[config.mk]
export PLATFORM = sky130hd
export DESIGN_NAME = sup_cmd_top
export DESIGN_NICKNAME = d
export VERILOG_FILES = /design/src/shared/sup_pkg.sv /design/src/sup_median3.sv /design/src/sup_cmd_top.sv
export SDC_FILE = /design/constraint.sdc
export NUM_CORES = 1
export LEC_CHECK = 0
export ABC_AREA = 1
export BUFFER_PORTS_ARGS = -buffer_cell sky130_fd_sc_hd__clkbuf_2
export CELL_PAD_IN_SITES_DETAIL_PLACEMENT = 0
export CELL_PAD_IN_SITES_GLOBAL_PLACEMENT = 1
export CORE_ASPECT_RATIO = 1.75
export CORE_UTILIZATION = 42
export DETAILED_ROUTE_END_ITERATION = 7
export PLACE_DENSITY_LB_ADDON = 0.1
export SYNTH_ARGS = -nofsm -noshare
export SYNTH_HDL_FRONTEND = slang
export SYNTH_SLANG_ARGS = --single-unit
[constraint.sdc]
create_clock -name clk_i -period 6.25 [get_ports clk_i]
set_input_delay 1.875 -clock clk_i [delete_from_list [all_inputs] [get_ports clk_i]]
set_output_delay 1.875 -clock clk_i [all_outputs]
set_load 0.02 [all_outputs]
[src/shared/sup_pkg.sv]
package sup_pkg;

	////////////////////////////////////////////////////////////////////////
	// Register byte offsets on the Wishbone slave
	localparam logic [7:0] SUP_REG_CTRL = 8'h00;
	localparam logic [7:0] SUP_REG_CMD = 8'h04;
	localparam logic [7:0] SUP_REG_ARG0 = 8'h08;
	localparam logic [7:0] SUP_REG_ARG1 = 8'h0c;
	localparam logic [7:0] SUP_REG_ARG2 = 8'h10;
	localparam logic [7:0] SUP_REG_RESP = 8'h14;
	localparam logic [7:0] SUP_REG_RDATA = 8'h18;
	localparam logic [7:0] SUP_REG_SCAN = 8'h1c;
	localparam logic [7:0] SUP_REG_SET = 8'h20;

	// Control register fields
	localparam int SUP_CTRL_CMD_MODE = 0;
	localparam int SUP_CTRL_RESTART = 1;

	// Settings readback fields
	localparam int SUP_SET_Z_ONLY = 0;
	localparam int SUP_SET_PAUSE_LO = 1;
	localparam int SUP_SET_MEDIAN = 5;

	////////////////////////////////////////////////////////////////////////
	// Command and answer codes
	localparam logic [15:0] SUP_CMD_SET_SCAN = 16'h0053;
	localparam logic [15:0] SUP_CMD_SET_PARAM = 16'h0059;
	localparam logic [15:0] SUP_CMD_GET_PARAM = 16'h005b;
	localparam logic [15:0] SUP_RSP_PARAM = 16'h005c;
	localparam logic [15:0] SUP_RSP_ACK = 16'h4141;
	localparam logic [15:0] SUP_RSP_NAK = 16'h414e;
	localparam logic [15:0] SUP_RSP_NONE = 16'h0000;

	// Parameter identifiers
	localparam logic [15:0] SUP_ID_X_OUTPUT = 16'h07d4;
	localparam logic [15:0] SUP_ID_PAUSE = 16'h07d8;
	localparam logic [15:0] SUP_ID_MEDIAN = 16'h07db;

	// Field positions inside the argument words
	localparam int SUP_PERSIST_BIT = 0;
	localparam int SUP_FLAG_BIT = 0;
	localparam int SUP_PAUSE_W = 4;
	localparam logic [3:0] SUP_PAUSE_MAX = 4'h9;

	////////////////////////////////////////////////////////////////////////
	// Values after reset (factory settings)
	localparam logic [15:0] SUP_SCAN_RST = 16'h0000;
	localparam logic [3:0] SUP_PAUSE_RST = 4'h0;

	////////////////////////////////////////////////////////////////////////
	// Timing: clock period and pause step
	localparam int SUP_CLK_PERIOD_NS = 8;
	localparam int SUP_PAUSE_STEP_US = 100;
	localparam int SUP_PAUSE_STEP_CYC = SUP_PAUSE_STEP_US * 1000
		/ SUP_CLK_PERIOD_NS;
	localparam int SUP_PAUSE_STEPS_MAX = 10;

	////////////////////////////////////////////////////////////////////////
	// User settings that travel together
	typedef struct packed {
		logic median_enable_flag;
		logic [3:0] pause_code_bits;
		logic z_only_flag;
	} sup_set_s;

	localparam sup_set_s SUP_SET_RST = '{
		median_enable_flag: 1'b0,
		pause_code_bits: SUP_PAUSE_RST,
		z_only_flag: 1'b0
	};

	// Packet sequencer states
	typedef enum logic {
		SUP_SEQ_IDLE = 1'b0,
		SUP_SEQ_PAUSE = 1'b1
	} sup_seq_e;

endpackage

[src/sup_median3.sv]
`timescale 1ns/10ps
`default_nettype none
module sup_median3
	import sup_pkg::*;
#(
	parameter int WIDTH = 16
) (
	input wire logic clk_i, // System clock
	input wire logic rst_i, // Synchronous reset
	input wire logic enable_i, // Filter on
	input wire logic valid_i, // Sample strobe
	input wire logic [WIDTH-1:0] z_i, // Raw Z sample
	output logic valid_o, // Output strobe
	output logic [WIDTH-1:0] z_o // Filtered Z sample
);

	if (WIDTH < 1) begin : g_chk
		$error("WIDTH must be at least one");
	end

	typedef struct packed {
		logic [WIDTH-1:0] d1;
		logic [WIDTH-1:0] d2;
		logic [WIDTH-1:0] z;
		logic valid;
	} sup_med_s;

	sup_med_s r;
	sup_med_s next_r;

	// Median of three keeps a step but drops a single-sample spike
	function automatic logic [WIDTH-1:0] med3(input logic [WIDTH-1:0] a,
		input logic [WIDTH-1:0] b, input logic [WIDTH-1:0] c);
		logic [WIDTH-1:0] lo;
		logic [WIDTH-1:0] hi;
		lo = (a < b) ? a : b;
		hi = (a < b) ? b : a;
		med3 = (c < lo) ? lo : ((c > hi) ? hi : c);
	endfunction

	// Shift window and pick output
	always_comb begin
		next_r = r;
		next_r.valid = valid_i;
		if (valid_i) begin
			next_r.d1 = z_i;
			next_r.d2 = r.d1;
			next_r.z = enable_i ? med3(z_i, r.d1, r.d2) : z_i;
		end
	end

	// State register
	always_ff @(posedge clk_i) begin
		if (rst_i) begin
			r <= '0;
		end else begin
			r <= next_r;
		end
	end

	assign valid_o = r.valid;
	assign z_o = r.z;

endmodule // sup_median3
`default_nettype wire

[src/sup_cmd_top.sv]
`timescale 1ns/10ps
`default_nettype none
module sup_cmd_top
	import sup_pkg::*;
#(
	parameter int PAUSE_STEP_CYC = SUP_PAUSE_STEP_CYC,
	parameter int Z_WIDTH = 16
) (
	input wire logic clk_i, // System clock
	input wire logic rst_i, // Synchronous reset, power-on
	input wire logic cyc_i, // Wishbone cycle
	input wire logic stb_i, // Wishbone strobe
	input wire logic we_i, // Wishbone write
	input wire logic [7:0] adr_i, // Byte address
	input wire logic [3:0] sel_i, // Byte lanes
	input wire logic [31:0] dat_i, // Write data
	output logic [31:0] dat_o, // Read data
	output logic ack_o, // Wishbone acknowledge
	input wire logic z_pkt_done_i, // Z packet sent
	input wire logic cascade_req_i, // Cascade pulse from scan logic
	input wire logic z_valid_i, // Raw Z sample strobe
	input wire logic [Z_WIDTH-1:0] z_i, // Raw Z sample
	output logic measuring_o, // Measure mode active
	output logic cascade_o, // Cascading output
	output logic x_pkt_go_o, // Start X packet
	output logic z_only_o, // Send Z packets only
	output logic [15:0] scan_number_o, // Scan number for protocol
	output logic z_valid_o, // Filtered Z strobe
	output logic [Z_WIDTH-1:0] z_o // Filtered Z sample
);

	localparam int CW = 20;

	if (PAUSE_STEP_CYC < 1 ||
		PAUSE_STEP_CYC * SUP_PAUSE_STEPS_MAX >= (1 << CW)) begin : g_chk
		$error("PAUSE_STEP_CYC out of range for the pause counter");
	end

	localparam logic [CW-1:0] STEP = CW'(PAUSE_STEP_CYC);

	typedef struct packed {
		logic ack;
		logic [31:0] rdata;
		logic cmd_mode;
		logic meas;
		logic [15:0] arg0;
		logic [15:0] arg1;
		logic [15:0] arg2;
		logic [15:0] resp_code;
		logic [15:0] resp_data;
		logic [15:0] scan;
		sup_set_s live;
		sup_set_s saved;
		sup_seq_e seq;
		logic [CW-1:0] cnt;
		logic x_go;
		logic casc;
	} sup_state_s;

	sup_state_s r;
	sup_state_s next_r;

	////////////////////////////////////////////////////////////////////////
	// Helpers

	// Merge the low two byte lanes into a 16-bit word
	function automatic logic [15:0] merge16(input logic [15:0] old,
		input logic [31:0] wd, input logic [3:0] sel);
		logic [15:0] m;
		m = old;
		if (sel[0]) begin
			m[7:0] = wd[7:0];
		end
		if (sel[1]) begin
			m[15:8] = wd[15:8];
		end
		merge16 = m;
	endfunction

	// Pause length in cycles for a code 0..9
	function automatic logic [CW-1:0] pause_len(input logic [3:0] code);
		logic [CW-1:0] n;
		n = STEP;
		for (int i = 0; i < SUP_PAUSE_STEPS_MAX - 1; i++) begin
			if (4'(i) < code) begin
				n = n + STEP;
			end
		end
		pause_len = n;
	endfunction

	////////////////////////////////////////////////////////////////////////
	// Next-state logic: bus slave, command decode, packet sequencer
	always_comb begin
		logic req;
		logic wr;
		logic [15:0] code;
		logic [15:0] cmd;
		sup_set_s nset;
		sup_set_s nsav;
		logic ok;
		req = 1'b0;
		wr = 1'b0;
		code = SUP_RSP_NONE;
		cmd = 16'h0000;
		nset = r.live;
		// Saved copy moves per field, so an earlier unsaved change stays volatile
		nsav = r.saved;
		ok = 1'b0;
		next_r = r;
		next_r.x_go = 1'b0;

		// Answer a request one cycle after it appears, drop ack after
		req = cyc_i && stb_i && !r.ack;
		wr = req && we_i;
		next_r.ack = req;
		next_r.rdata = 32'h0000_0000;

		// Read mux; unmapped addresses read zero
		if (req && !we_i) begin
			unique case (adr_i)
				SUP_REG_CTRL: begin
					next_r.rdata[SUP_CTRL_CMD_MODE] = r.cmd_mode;
				end
				SUP_REG_ARG0: next_r.rdata[15:0] = r.arg0;
				SUP_REG_ARG1: next_r.rdata[15:0] = r.arg1;
				SUP_REG_ARG2: next_r.rdata[15:0] = r.arg2;
				SUP_REG_RESP: next_r.rdata[15:0] = r.resp_code;
				SUP_REG_RDATA: next_r.rdata[15:0] = r.resp_data;
				SUP_REG_SCAN: next_r.rdata[15:0] = r.scan;
				SUP_REG_SET: begin
					next_r.rdata[SUP_SET_MEDIAN:SUP_SET_Z_ONLY] = r.live;
				end
				default: next_r.rdata = 32'h0000_0000;
			endcase
		end

		// Plain register writes
		if (wr) begin
			unique case (adr_i)
				SUP_REG_CTRL: begin
					if (sel_i[0]) begin
						next_r.cmd_mode = dat_i[SUP_CTRL_CMD_MODE];
						if (dat_i[SUP_CTRL_RESTART]) begin
							next_r.live = r.saved;
						end
					end
				end
				SUP_REG_ARG0: next_r.arg0 = merge16(r.arg0, dat_i, sel_i);
				SUP_REG_ARG1: next_r.arg1 = merge16(r.arg1, dat_i, sel_i);
				SUP_REG_ARG2: next_r.arg2 = merge16(r.arg2, dat_i, sel_i);
				default: begin
				end
			endcase
		end

		// Command execution on a write of the command code
		if (wr && adr_i == SUP_REG_CMD) begin
			cmd = merge16(16'h0000, dat_i, sel_i);
			next_r.resp_data = 16'h0000;
			if (!r.cmd_mode) begin
				code = SUP_RSP_NAK;
			end else if (cmd == SUP_CMD_SET_SCAN) begin
				next_r.scan = r.arg0;
				code = SUP_RSP_ACK;
			end else if (cmd == SUP_CMD_SET_PARAM) begin
				ok = 1'b1;
				unique case (r.arg1)
					SUP_ID_X_OUTPUT: begin
						nset.z_only_flag = r.arg2[SUP_FLAG_BIT];
						nsav.z_only_flag = r.arg2[SUP_FLAG_BIT];
					end
					SUP_ID_PAUSE: begin
						if (r.arg2[SUP_PAUSE_W-1:0] > SUP_PAUSE_MAX) begin
							ok = 1'b0;
						end else begin
							nset.pause_code_bits =
								r.arg2[SUP_PAUSE_W-1:0];
							nsav.pause_code_bits = r.arg2[SUP_PAUSE_W-1:0];
						end
					end
					SUP_ID_MEDIAN: begin
						nset.median_enable_flag = r.arg2[SUP_FLAG_BIT];
						nsav.median_enable_flag = r.arg2[SUP_FLAG_BIT];
					end
					default: ok = 1'b0;
				endcase
				if (ok) begin
					next_r.live = nset;
					if (r.arg0[SUP_PERSIST_BIT]) begin
						// Only the field this command names is made persistent
						next_r.saved = nsav;
					end
					code = SUP_RSP_ACK;
				end else begin
					code = SUP_RSP_NAK;
				end
			end else if (cmd == SUP_CMD_GET_PARAM) begin
				code = SUP_RSP_PARAM;
				unique case (r.arg0)
					SUP_ID_X_OUTPUT: begin
						next_r.resp_data[SUP_FLAG_BIT] =
							r.live.z_only_flag;
					end
					SUP_ID_PAUSE: begin
						next_r.resp_data[SUP_PAUSE_W-1:0] =
							r.live.pause_code_bits;
					end
					SUP_ID_MEDIAN: begin
						next_r.resp_data[SUP_FLAG_BIT] =
							r.live.median_enable_flag;
					end
					default: code = SUP_RSP_NAK;
				endcase
			end else begin
				code = SUP_RSP_NAK;
			end
			next_r.resp_code = code;
		end

		// Cascading output only in measure mode
		next_r.casc = cascade_req_i && !r.cmd_mode;

		// Measure-mode flag kept as its own flop so the output is registered
		next_r.meas = !next_r.cmd_mode;

		// Z-to-X pause, then start the X packet unless Z only
		unique case (r.seq)
			SUP_SEQ_IDLE: begin
				if (z_pkt_done_i && !r.cmd_mode &&
					!r.live.z_only_flag) begin
					next_r.seq = SUP_SEQ_PAUSE;
					next_r.cnt = pause_len(r.live.pause_code_bits);
				end
			end
			SUP_SEQ_PAUSE: begin
				if (r.cmd_mode) begin
					next_r.seq = SUP_SEQ_IDLE;
					next_r.cnt = '0;
				end else if (r.cnt <= CW'(1)) begin
					next_r.seq = SUP_SEQ_IDLE;
					next_r.cnt = '0;
					next_r.x_go = 1'b1;
				end else begin
					next_r.cnt = r.cnt - CW'(1);
				end
			end
		endcase
	end

	////////////////////////////////////////////////////////////////////////
	// State register
	always_ff @(posedge clk_i) begin
		if (rst_i) begin
			r <= '{
				ack: 1'b0,
				rdata: 32'h0000_0000,
				cmd_mode: 1'b0,
				meas: 1'b1,
				arg0: 16'h0000,
				arg1: 16'h0000,
				arg2: 16'h0000,
				resp_code: SUP_RSP_NONE,
				resp_data: 16'h0000,
				scan: SUP_SCAN_RST,
				live: SUP_SET_RST,
				saved: SUP_SET_RST,
				seq: SUP_SEQ_IDLE,
				cnt: '0,
				x_go: 1'b0,
				casc: 1'b0
			};
		end else begin
			r <= next_r;
		end
	end

	////////////////////////////////////////////////////////////////////////
	// Median filter on the Z stream
	sup_median3 #(
		.WIDTH(Z_WIDTH)
	) u_median (
		.clk_i(clk_i),
		.rst_i(rst_i),
		.enable_i(r.live.median_enable_flag),
		.valid_i(z_valid_i && !r.cmd_mode),
		.z_i(z_i),
		.valid_o(z_valid_o),
		.z_o(z_o)
	);

	// Outputs straight from the state register
	assign dat_o = r.rdata;
	assign ack_o = r.ack;
	assign measuring_o = r.meas;
	assign cascade_o = r.casc;
	assign x_pkt_go_o = r.x_go;
	assign z_only_o = r.live.z_only_flag;
	assign scan_number_o = r.scan;

endmodule // sup_cmd_top
`default_nettype wire

# == Yosys cells after proc, flatten, opt, wreduce, memory -nomap -nowiden ==
# Index checks and enable logic that the tools add are counted.
# word_totals
register_bits,203
output_inout_bits,70
in_bits,68
# classes
n_lt_le_gt_ge,14
muxes,82
n_reduce_logical,30
add_sub_neg,9
n_eq_ne,22
n_bitwise,4
# ops
cell,n
20-bit two-way mux,25
20-bit by 14-bit adder with 20-bit output (second input constant),8
16-bit two-way mux,10
16-bit by 11-bit equality test with 1-bit output (second input constant),6
10-bit one-hot mux with 5 select lines,1
16-bit by 7-bit equality test with 1-bit output (second input constant),3
12-bit two-way mux,4
21-bit two-way mux,2
21-bit one-hot mux with 2 select lines,1
5-bit one-hot mux with 7 select lines,1
8-bit by 5-bit equality test with 1-bit output (second input constant),4
16-bit less-than comparator,2
32-bit two-way mux,1
4-bit two-way mux,8
8-bit two-way mux,4
15-bit two-way mux,2
6-bit two-way mux,5
3-bit AND reduction,7
20-bit by 1-bit <= comparator with 1-bit output (second input constant),1
20-bit by 1-bit subtractor with 20-bit output (second input constant),1
6-bit by 5-bit inequality test with 1-bit output (second input constant),3
8-bit by 4-bit equality test with 1-bit output (second input constant),2
16-bit > comparator,1
3-bit by 4-bit less-than comparator with 1-bit output (first input constant),4
other kinds (22),55

# == Logic depth before layout (Yosys ltp) ==
# Gate-level depths: netlist of run 1.
# logic_depth
ltp_word,37
ltp_mapped,40
mapped_depth_nobuf,39

# == By module ==
# From an unflattened synthesis of run 1, not the netlist that was laid out.
# hier_totals
cells_unflattened,1837
hier_area_um2,12294.3
# modules_own_cells
module,seq_area_each_um2,instances,area_each_um2,cells_each
sup_cmd_top,2562.5,1,8541.9,1304
sup_median3,980.9,1,3752.3,533

# == Worst setup path before layout of run 1 ==
# No wires, ideal clock.
# synth_timing
path_type,in2reg
from,input z_i[1]
to,register u_median.r (netlist bit u_median.z_o[10])
path_stages,25
arrival_time_ps,5175
path_slack_ps,943
required_time_ps,6118
setup_time_ps,132
n_path_buf,3
cell_sequence,ha_1 o21a_1 o211ai_1 nand2_1 nand4_1 o211ai_1 a21oi_1 o21bai_1 clkbuf_1 clkbuf_1 a21oi_1 ha_1 nand2_1 nor3_1 a211o_1 a21oi_1 o21ai_0 nand2_1 a32oi_1 clkbuf_1 nand2_1 o21ai_0 nand2_1 nand3_1 a21oi_1
# synth_between
elab_chain_cells,6
word_cells_on_any_way,8
# synth_lines
element,line,source
"start, declared",sup_cmd_top.sv:22,"input wire logic [Z_WIDTH-1:0] z_i,"
16-bit less-than comparator,"sup_median3.sv:36, sup_median3.sv:37",
16-bit two-way mux,sup_median3.sv:37,hi = (a < b) ? b : a;
16-bit > comparator,sup_median3.sv:38,med3 = (c < lo) ? lo : ((c > hi) ? hi : c);
16-bit two-way mux,sup_median3.sv:38,
16-bit two-way mux *,sup_median3.sv:38,
16-bit two-way mux *,sup_median3.sv:48,"next_r.z = enable_i ? med3(z_i, r.d1, r.d2) : z_i;"
"end signal, assigned",sup_median3.sv:57,r <= next_r;
"end, declared",sup_median3.sv:28,sup_med_s r;
# Mark *: on every way between the ends. The rest lies on a longest branch, timed or not.
# A chain may end at the register's enable or synchronous reset.

# == Worst setup path in the final report of run 1 ==
# layout_timing
from,register r[33] in the netlist's numbering
to,register r[16] in the netlist's numbering
# layout_between
elab_chain_cells,36
word_cells_on_any_way,44
# layout_lines
element,line,source
"start, declared",sup_cmd_top.sv:60,sup_state_s r;
"start signal, assigned",sup_cmd_top.sv:255,r <= '{
"start signal, assigned",sup_cmd_top.sv:274,r <= next_r;
1-bit by 4-bit less-than comparator with 1-bit output,sup_cmd_top.sv:85,if (4'(i) < code) begin
15-bit two-way mux,sup_cmd_top.sv:85,
20-bit two-way mux,sup_cmd_top.sv:230,if (z_pkt_done_i && !r.cmd_mode &&
20-bit two-way mux,sup_cmd_top.sv:228,unique case (r.seq)
20-bit by 14-bit adder with 20-bit output,sup_cmd_top.sv:86,n = n + STEP;
20-bit two-way mux,sup_cmd_top.sv:85,
20-bit two-way mux,sup_cmd_top.sv:230,
20-bit two-way mux,sup_cmd_top.sv:228,
(+20 left out),--,
20-bit by 14-bit adder with 20-bit output,sup_cmd_top.sv:86,
20-bit two-way mux,sup_cmd_top.sv:85,
20-bit two-way mux,sup_cmd_top.sv:230,
20-bit two-way mux,sup_cmd_top.sv:228,
20-bit by 14-bit adder with 20-bit output,sup_cmd_top.sv:86,
20-bit two-way mux *,sup_cmd_top.sv:85,
21-bit two-way mux *,sup_cmd_top.sv:230,
21-bit one-hot mux with 2 select lines *,sup_cmd_top.sv:228,
# Mark *: on every way between the ends. The rest lies on a longest branch, timed or not. The select of a mux whose other input is x is not followed.

==> impl_metrics.tcl, run 1 <==
set metrics [dict create \
    final_common_cell "nand2_1" \
    gp_congestion 0.883 \
    critPathMostFrequentCell "nand2_1" \
    dieArea_mm2 0.0292 \
    arrival_ps 6000 \
    synth-edff-count 0 \
    drtIter0Drc 607 \
    core_area_mm2 0.0280 \
    synth.avg_cell_area_um2 6.60 \
    numCtsBuffers 17 \
    regArea_mm2 0.00354 \
    syn_inst 1815 \
    skew_ps 12.2 \
    drtAntennaViolNets 0 \
    slew_violations 0 \
    antenna_found_initial 0 \
    dp_cells 2206 \
    final_core_util 0.468 \
    drc_errors 0 \
    grt_pass1_vias 11200 \
    grt_max_degree 80 \
    htreeDepth 4 \
    async_flop_share 0 \
    synth_top_family_by_area "simple AND/OR/NAND/NOR gates" \
    cts_sinks 177 \
    rsz0062_at_grt "false" \
    multi_input_area_mm2 0.00700 \
    max-slew-margin-rel 0.263 \
    synthToLayoutAreaGrowth_pct 9.34 \
    dpl_cell_area_mm2 0.0125 \
    postCtsSetupBuffers 0 \
    path_buf_inv 4 \
    vias_per_cell 5.28 \
    ys_warn_count 0 \
    place_hpwl_um 28700 \
    hold_buffers 0 \
    path_max_fanout 10 \
    cpPeakStageDelay_ps 550 \
    globalRouteOverflowTotal 0 \
    muxShareOfSynthArea 0.000836 \
    synth_cell_types 58 \
    grt_use_total 0.264 \
    syn-cell-area_mm2 0.0120 \
    final_cell_mix "357 x nand2_1, 196 x nor2_1, 182 x a21oi_1" \
    wl_um 37300 \
    synth-compound-area-share 0.205 \
    rows 81 \
    diodes 0 \
    grt_pass1_wl_um 59100 \
    fillers 3048 \
    cp-start-kind "flop" \
    ir_drop_uv 209 \
    slowest_stage "fa_1" \
    leakage_nw 5.63 \
    finalSetupViolations 0 \
    fin_area_mm2 0.0131 \
    critPathRequiredTime_ps 6640 \
    path_clk_slew_ps 80 \
    clock.fmax_ghz 0.178 \
    cts_max_path_buffers 2 \
    min-delay-path-class "flop to flop" \
    min_period_over_period 0.897 \
    fin_nets 1983 \
    end_kind "flop" \
    drtPass1Iterations 7 \
    yosys.area_share.xor_xnor 0.0175 \
    avgRoutedWirePerCell_um 16.7 \
    drive_above_1_share 0.130 \
    io_buffers 103 \
    root_buffer "clkbuf_16" \
    ios 138 \
    ys.flop_type "dfxtp_1" \
    routed-via-count 11800 \
    path_delay_family "adder cells" \
    crit_type "flop to flop" \
    clkLatencyLatePin_ps 460 \
    start_util 0.428 \
    power_mw 2.86 \
    fin_cells 2238 \
    drv_cap 0 \
    dieHeight_um 225 \
    ys_seq_area_frac 0.296 \
    hold_violations 0 \
    synthAdderAreaFrac 0.0665 \
    p_per_area_mw_per_mm2 218 \
    fp.dieW_um 130 \
    fin_crit_ps 5610 \
    yosys.area_share.simple 0.289 \
    fin_tns_setup_ps 0 \
    status "finished clean" \
    tightestPinTransition_ps 1090 \
    synth_seq_cells 177 \
    cts_tree "built" \
    cts.repair.resized 0 \
]
final cells by class:
cell class                 instances  area share
clock buffer                      17      0.0325
clock inverter                    15      0.0140
inverter                         199      0.0571
multi-input combinational       1326       0.535
sequential                       177       0.271
tap                              373      0.0356
timing repair buffer             131      0.0554
worst min-delay path: stages (launching register included):
cell,delay [ps]
dfxtp_1,310
nand2_1,60
a21oi_1,50
logic make-up after synthesis:
family,after synthesis
multiplexers,1
AND/OR/NAND/NOR,784
other,1
adder cells (fa/ha/maj),63
XOR/XNOR,23
buffers and inverters,327
AO/OA/AOI/OAI,439
flip-flops,177
power breakdown:
group          leakage [nW]  internal (mW)  switching (mW)  total [mW]
clock                 0.294          0.578           0.547        1.13
combinational          3.90          0.190           0.349       0.539
sequential             1.44           1.16          0.0307        1.19
worst paths after layout:
| check | from | slack, ps | end | cells past startpoint |
|---|---|---|---|---|
| setup / recovery | r[33]$_SDFFE_PP0P_ | 640 | r[16]$_SDFFE_PP0P_ | 30 |
| hold / removal | u_median.r[42]$_SDFFE_PP0P_ | 460 | u_median.r[42]$_SDFFE_PP0P_ | 2 |
| setup reg to reg | r[33]$_SDFFE_PP0P_ | 640 | r[16]$_SDFFE_PP0P_ | 30 |
| hold reg to reg | u_median.r[42]$_SDFFE_PP0P_ | 460 | u_median.r[42]$_SDFFE_PP0P_ | 2 |
registers in the layout, summed over array words and instances, names as in the netlist:
name,cells
measuring_o,1
u_median.z_o,16
scan_number_o,16
dat_o,16
u_median.valid_o,1
u_median.r,32
ack_o,1
x_pkt_go_o,1
r,91
cascade_o,1
z_only_o,1
per-stage QoR:
stage	hold slack, ps	worst slack (ps)
after floorplan	430	943
after global placement	449	472
after detailed placement	455	401
after CTS	466	600
after global routing	485	82.5
final	464	644
cells in the mapped netlist (3+ instances only):
cell type / count / area [um^2]
nand3b_1: 5 / 37.5
o22ai_1: 4 / 25.0
nor2_4: 5 / 56.3
nand2_4: 6 / 67.6
nor4_1: 22 / 138
buf_4: 67 / 503
nand2_1: 357 / 1340
a21oi_1: 182 / 911
a221oi_1: 11 / 96.3
dfxtp_1: 177 / 3540
ha_1: 62 / 776
inv_2: 12 / 45.0
xor2_1: 14 / 123
o21bai_1: 3 / 22.5
clkbuf_1: 56 / 210
nand4_1: 18 / 113
or2_2: 6 / 37.5
o21ai_1: 6 / 30.0
a211oi_1: 18 / 135
clkinv_1: 6 / 22.5
nor2_2: 4 / 25.0
nand2_2: 28 / 175
nor3_1: 21 / 105
a41oi_1: 4 / 35.0
o211ai_1: 9 / 67.6
o21ai_0: 162 / 811
nor2_1: 196 / 736
or2_1: 3 / 18.8
a22oi_1: 5 / 37.5
nand3_2: 8 / 80.1
xnor2_1: 8 / 70.1
inv_1: 181 / 679
nand3_1: 102 / 510
a31oi_1: 11 / 68.8
routing by layer:
metal	vias up	wire length, um	track usage
met2	222	21100	0.521
li1	6057	-	-
met1	5475	14000	0.270
met4	0	1240	0.104
met3	62	1010	0.0363
met5	-	0	0
No activity file was read; power rests on OpenSTA's default activity.
==> run 2: changes to the inputs <==
- ABC_AREA: 1 -> not set
- CORE_UTILIZATION: 42 -> 45
==> run 2 against run 1 <==
  * Synthesized area grew 2.1%
  * Worst hold slack lost 7.1 ps
  * Critical endpoint is now u_median.z_o[0]$_SDFFE_PP0P_
  * Largest cell class unchanged
  * Non-clock buffer count grew 51
  * Clock power shrank 4%
  * Flip-flop and latch count is the same
  * Critical path depth shrank 2
  * Critical path type is now input pin to flop
  * Total power shrank 3.8%
  * Sequential power is essentially flat
  * Design area grew 5.1%
  * Register-to-register slack lost 250 ps
  * First-iteration DRC count shrank 3.1%
  * Combinational power shrank 12%
==> impl_metrics.tcl, run 2 <==
set metrics [dict create \
    status "finished clean" \
    fin_area_mm2 0.0138 \
    rows 79 \
    drv_cap 0 \
    fp.dieW_um 127 \
    fin_crit_ps 6080 \
    path_clk_slew_ps 70 \
    min_period_over_period 0.973 \
    cts_max_path_buffers 2 \
    cpPeakStageDelay_ps 280 \
    netlist.area_leader.share 0.290 \
    final_common_cell "nand2_1" \
    rsz0062_at_grt "true" \
    post-place-ws_ps -578 \
    hold_violations 0 \
    dieHeight_um 220 \
    io_buffers 103 \
    ys_seq_area_frac 0.290 \
    synth_area_leaders "dfxtp_1 29%, ha_1 6.3%, nand2_1 6.2%" \
    seq_power_share 0.432 \
    skew_ps 7.32 \
    clkLatencyLatePin_ps 450 \
    grt_pass1_wl_um 61000 \
    arrival_ps 6410 \
    place_hpwl_um 29200 \
    drtAntennaViolNets 0 \
    synth_most_common_cell "nand2_1" \
    drc_errors 0 \
    vias_per_cell 5.96 \
    dpl_cell_area_mm2 0.0130 \
    hold_buffers 0 \
    synthToLayoutAreaGrowth_pct 12.6 \
    final_cell_mix "201 x nand2_1, 177 x dfxtp_1, 129 x a21oi_1" \
    grt_pass1_vias 11500 \
    synth.avg_cell_area_um2 7.93 \
    clock.fmax_ghz 0.164 \
    drtPass1Iterations 8 \
    ir_drop_uv 199 \
    cts_tree "built" \
    synth_cell_types 103 \
    tightestPinTransition_ps 1010 \
    antenna_found_initial 2 \
    diodes 0 \
    min-delay-path-class "flop to flop" \
    reg_top3 "r x91, u_median.r x32" \
    wl_um 38600 \
    ios 138 \
    ys.flop_type "dfxtp_1" \
    grt_use_met1 0.280 \
    power_frac_clock 0.395 \
    htreeDepth 4 \
    use_met3 0.0454 \
    grt_use_met2 0.554 \
    end_kind "flop" \
    fin_nets 1741 \
    grt_use_total 0.284 \
    p_sw_frac 0.298 \
    slowest_stage "ha_1" \
    numCtsBuffers 17 \
    syn_inst 1542 \
    core_area_mm2 0.0267 \
    gp_congestion 0.868 \
    drive_above_1_share 0.192 \
    synthTopCellsByCount "201 x nand2_1, 177 x dfxtp_1, 134 x a21oi_1" \
    async_flop_share 0 \
    finalSetupViolations 0 \
    grt_max_degree 90 \
    internal_power_mw 1.93 \
    largest_register_ffs 91 \
    root_buffer "clkbuf_16" \
    avgRoutedWirePerCell_um 19.8 \
    r2r_slack_ps 390 \
    synth-edff-count 0 \
    path_max_fanout 5 \
    largest-register "r" \
    final_core_util 0.516 \
    dieArea_mm2 0.0279 \
    p_comb_frac 0.173 \
    max-slew-margin-rel 0.327 \
    cp-start-kind "input pin" \
    p_per_area_mw_per_mm2 200 \
    leakage_nw 5.42 \
    p_switching_mw 0.817 \
    drtIter0Drc 588 \
    cts_sinks 177 \
    critPathRequiredTime_ps 6580 \
    globalRouteOverflowTotal 0 \
    path_buf_inv 5 \
    syn-cell-area_mm2 0.0122 \
    path_delay_family "compound AO/OA/AOI/OAI gates" \
    top_usage_layer "met2" \
    ys_warn_count 0 \
    start_util 0.458 \
    slew_violations 0 \
    routed-via-count 11600 \
    synth_seq_cells 177 \
    crit_type "input pin to flop" \
    setup_ws_ps 170 \
    critPathMostFrequentCell "a21o_1" \
    synth_largest_area_cell "dfxtp_1" \
]
[run 2: changes by cell type in the layout (fill, tap and decap cells not counted), sizes merged, moves of 45 or more]
cell | previous run | this run
nand2 | 391 | 202
inv | 203 | 52
o21ai | 170 | 55
nor2 | 205 | 134
mux2i | 1 | 58
nand3 | 110 | 57
buf | 29 | 80
a21oi | 183 | 138
[run 2: layout make-up]
class	instances	area, um^2
timing repair buffer	182	1160
sequential	177	3540
fill	2720	12900
tap	324	405
multi-input combinational	1187	7900
clock buffer	18	439
clock inverter	14	148
inverter	45	169
[run 2: stage by stage]
stage / hold slack [ps] / TNS, ps / power (mW) / std cells
floorplan: 431 / 0 / 1.51 / 1557
global placement: 438 / -8340 / 1.66 / 1910
detailed placement: 446 / -8180 / 1.66 / 1910
CTS: 455 / 0 / 2.75 / 1943
global route: 476 / -280 / 2.87 / 1947
finish: 457 / 0 / 2.75 / 1947
[run 2: cell families (layout without fill, tap and decap cells)]
family                   Yosys count  count (layout)  synth area share
AO/OA/AOI/OAI                    432             432             0.245
XOR/XNOR                          41              41            0.0324
adder cells (fa/ha/maj)           63              63            0.0651
buffers and inverters            193             259            0.0825
flip-flops                       177             177             0.290
multiplexers                      73              73            0.0613
other                              1              16          0.000307
AND/OR/NAND/NOR                  562             562             0.223
[run 2: worst register-to-register path: cells and delay by family (launching register included)]
kind | cells | cell delay [ps]
compound gates | 9 | 2200
xor+xnor | 2 | 400
fa+ha+maj | 4 | 1100
buf+inv | 4 | 510
flops | 1 | 320
mux | 1 | 210
simple gates | 6 | 960
[run 2: what timing repair did]
item	CTS	global route
pin swaps	1	15
gates cloned	0	2
setup buffers	1	2
gates resized for setup	4	43
endpoints found under the setup margin	16	24
[run 2: final timing paths]
| check | start | to | depth (start not counted) |
|---|---|---|---|
| worst max-delay path | z_i[1] | u_median.z_o[0]$_SDFFE_PP0P_ | 28 |
| worst min-delay path | r[51]$_SDFFE_PP0P_ | r[51]$_SDFFE_PP0P_ | 2 |
| worst max register to register | r[33]$_SDFFE_PP0P_ | r[19]$_SDFFE_PP0P_ | 26 |
| worst min register to register | r[51]$_SDFFE_PP0P_ | r[51]$_SDFFE_PP0P_ | 2 |
[run 2: layer usage]
layer | routed length (um) | part of all wire | vias to the layer above
met2 | 21400 | 0.55 | 276
met5 | 23 | 0.00060 | -
met1 | 13800 | 0.36 | 5556
met3 | 1390 | 0.036 | 116
met4 | 2020 | 0.052 | 4
li1 | - | - | 5651
[run 2: power by group through the flow]
stage	clock, mW	combinational, mW	sequential [mW]
final	1.08	0.476	1.19
after CTS	1.11	0.457	1.19
after global placement	0	0.445	1.21
after detailed placement	0	0.450	1.21
after floorplan	0	0.303	1.20
after global routing	1.15	0.523	1.19
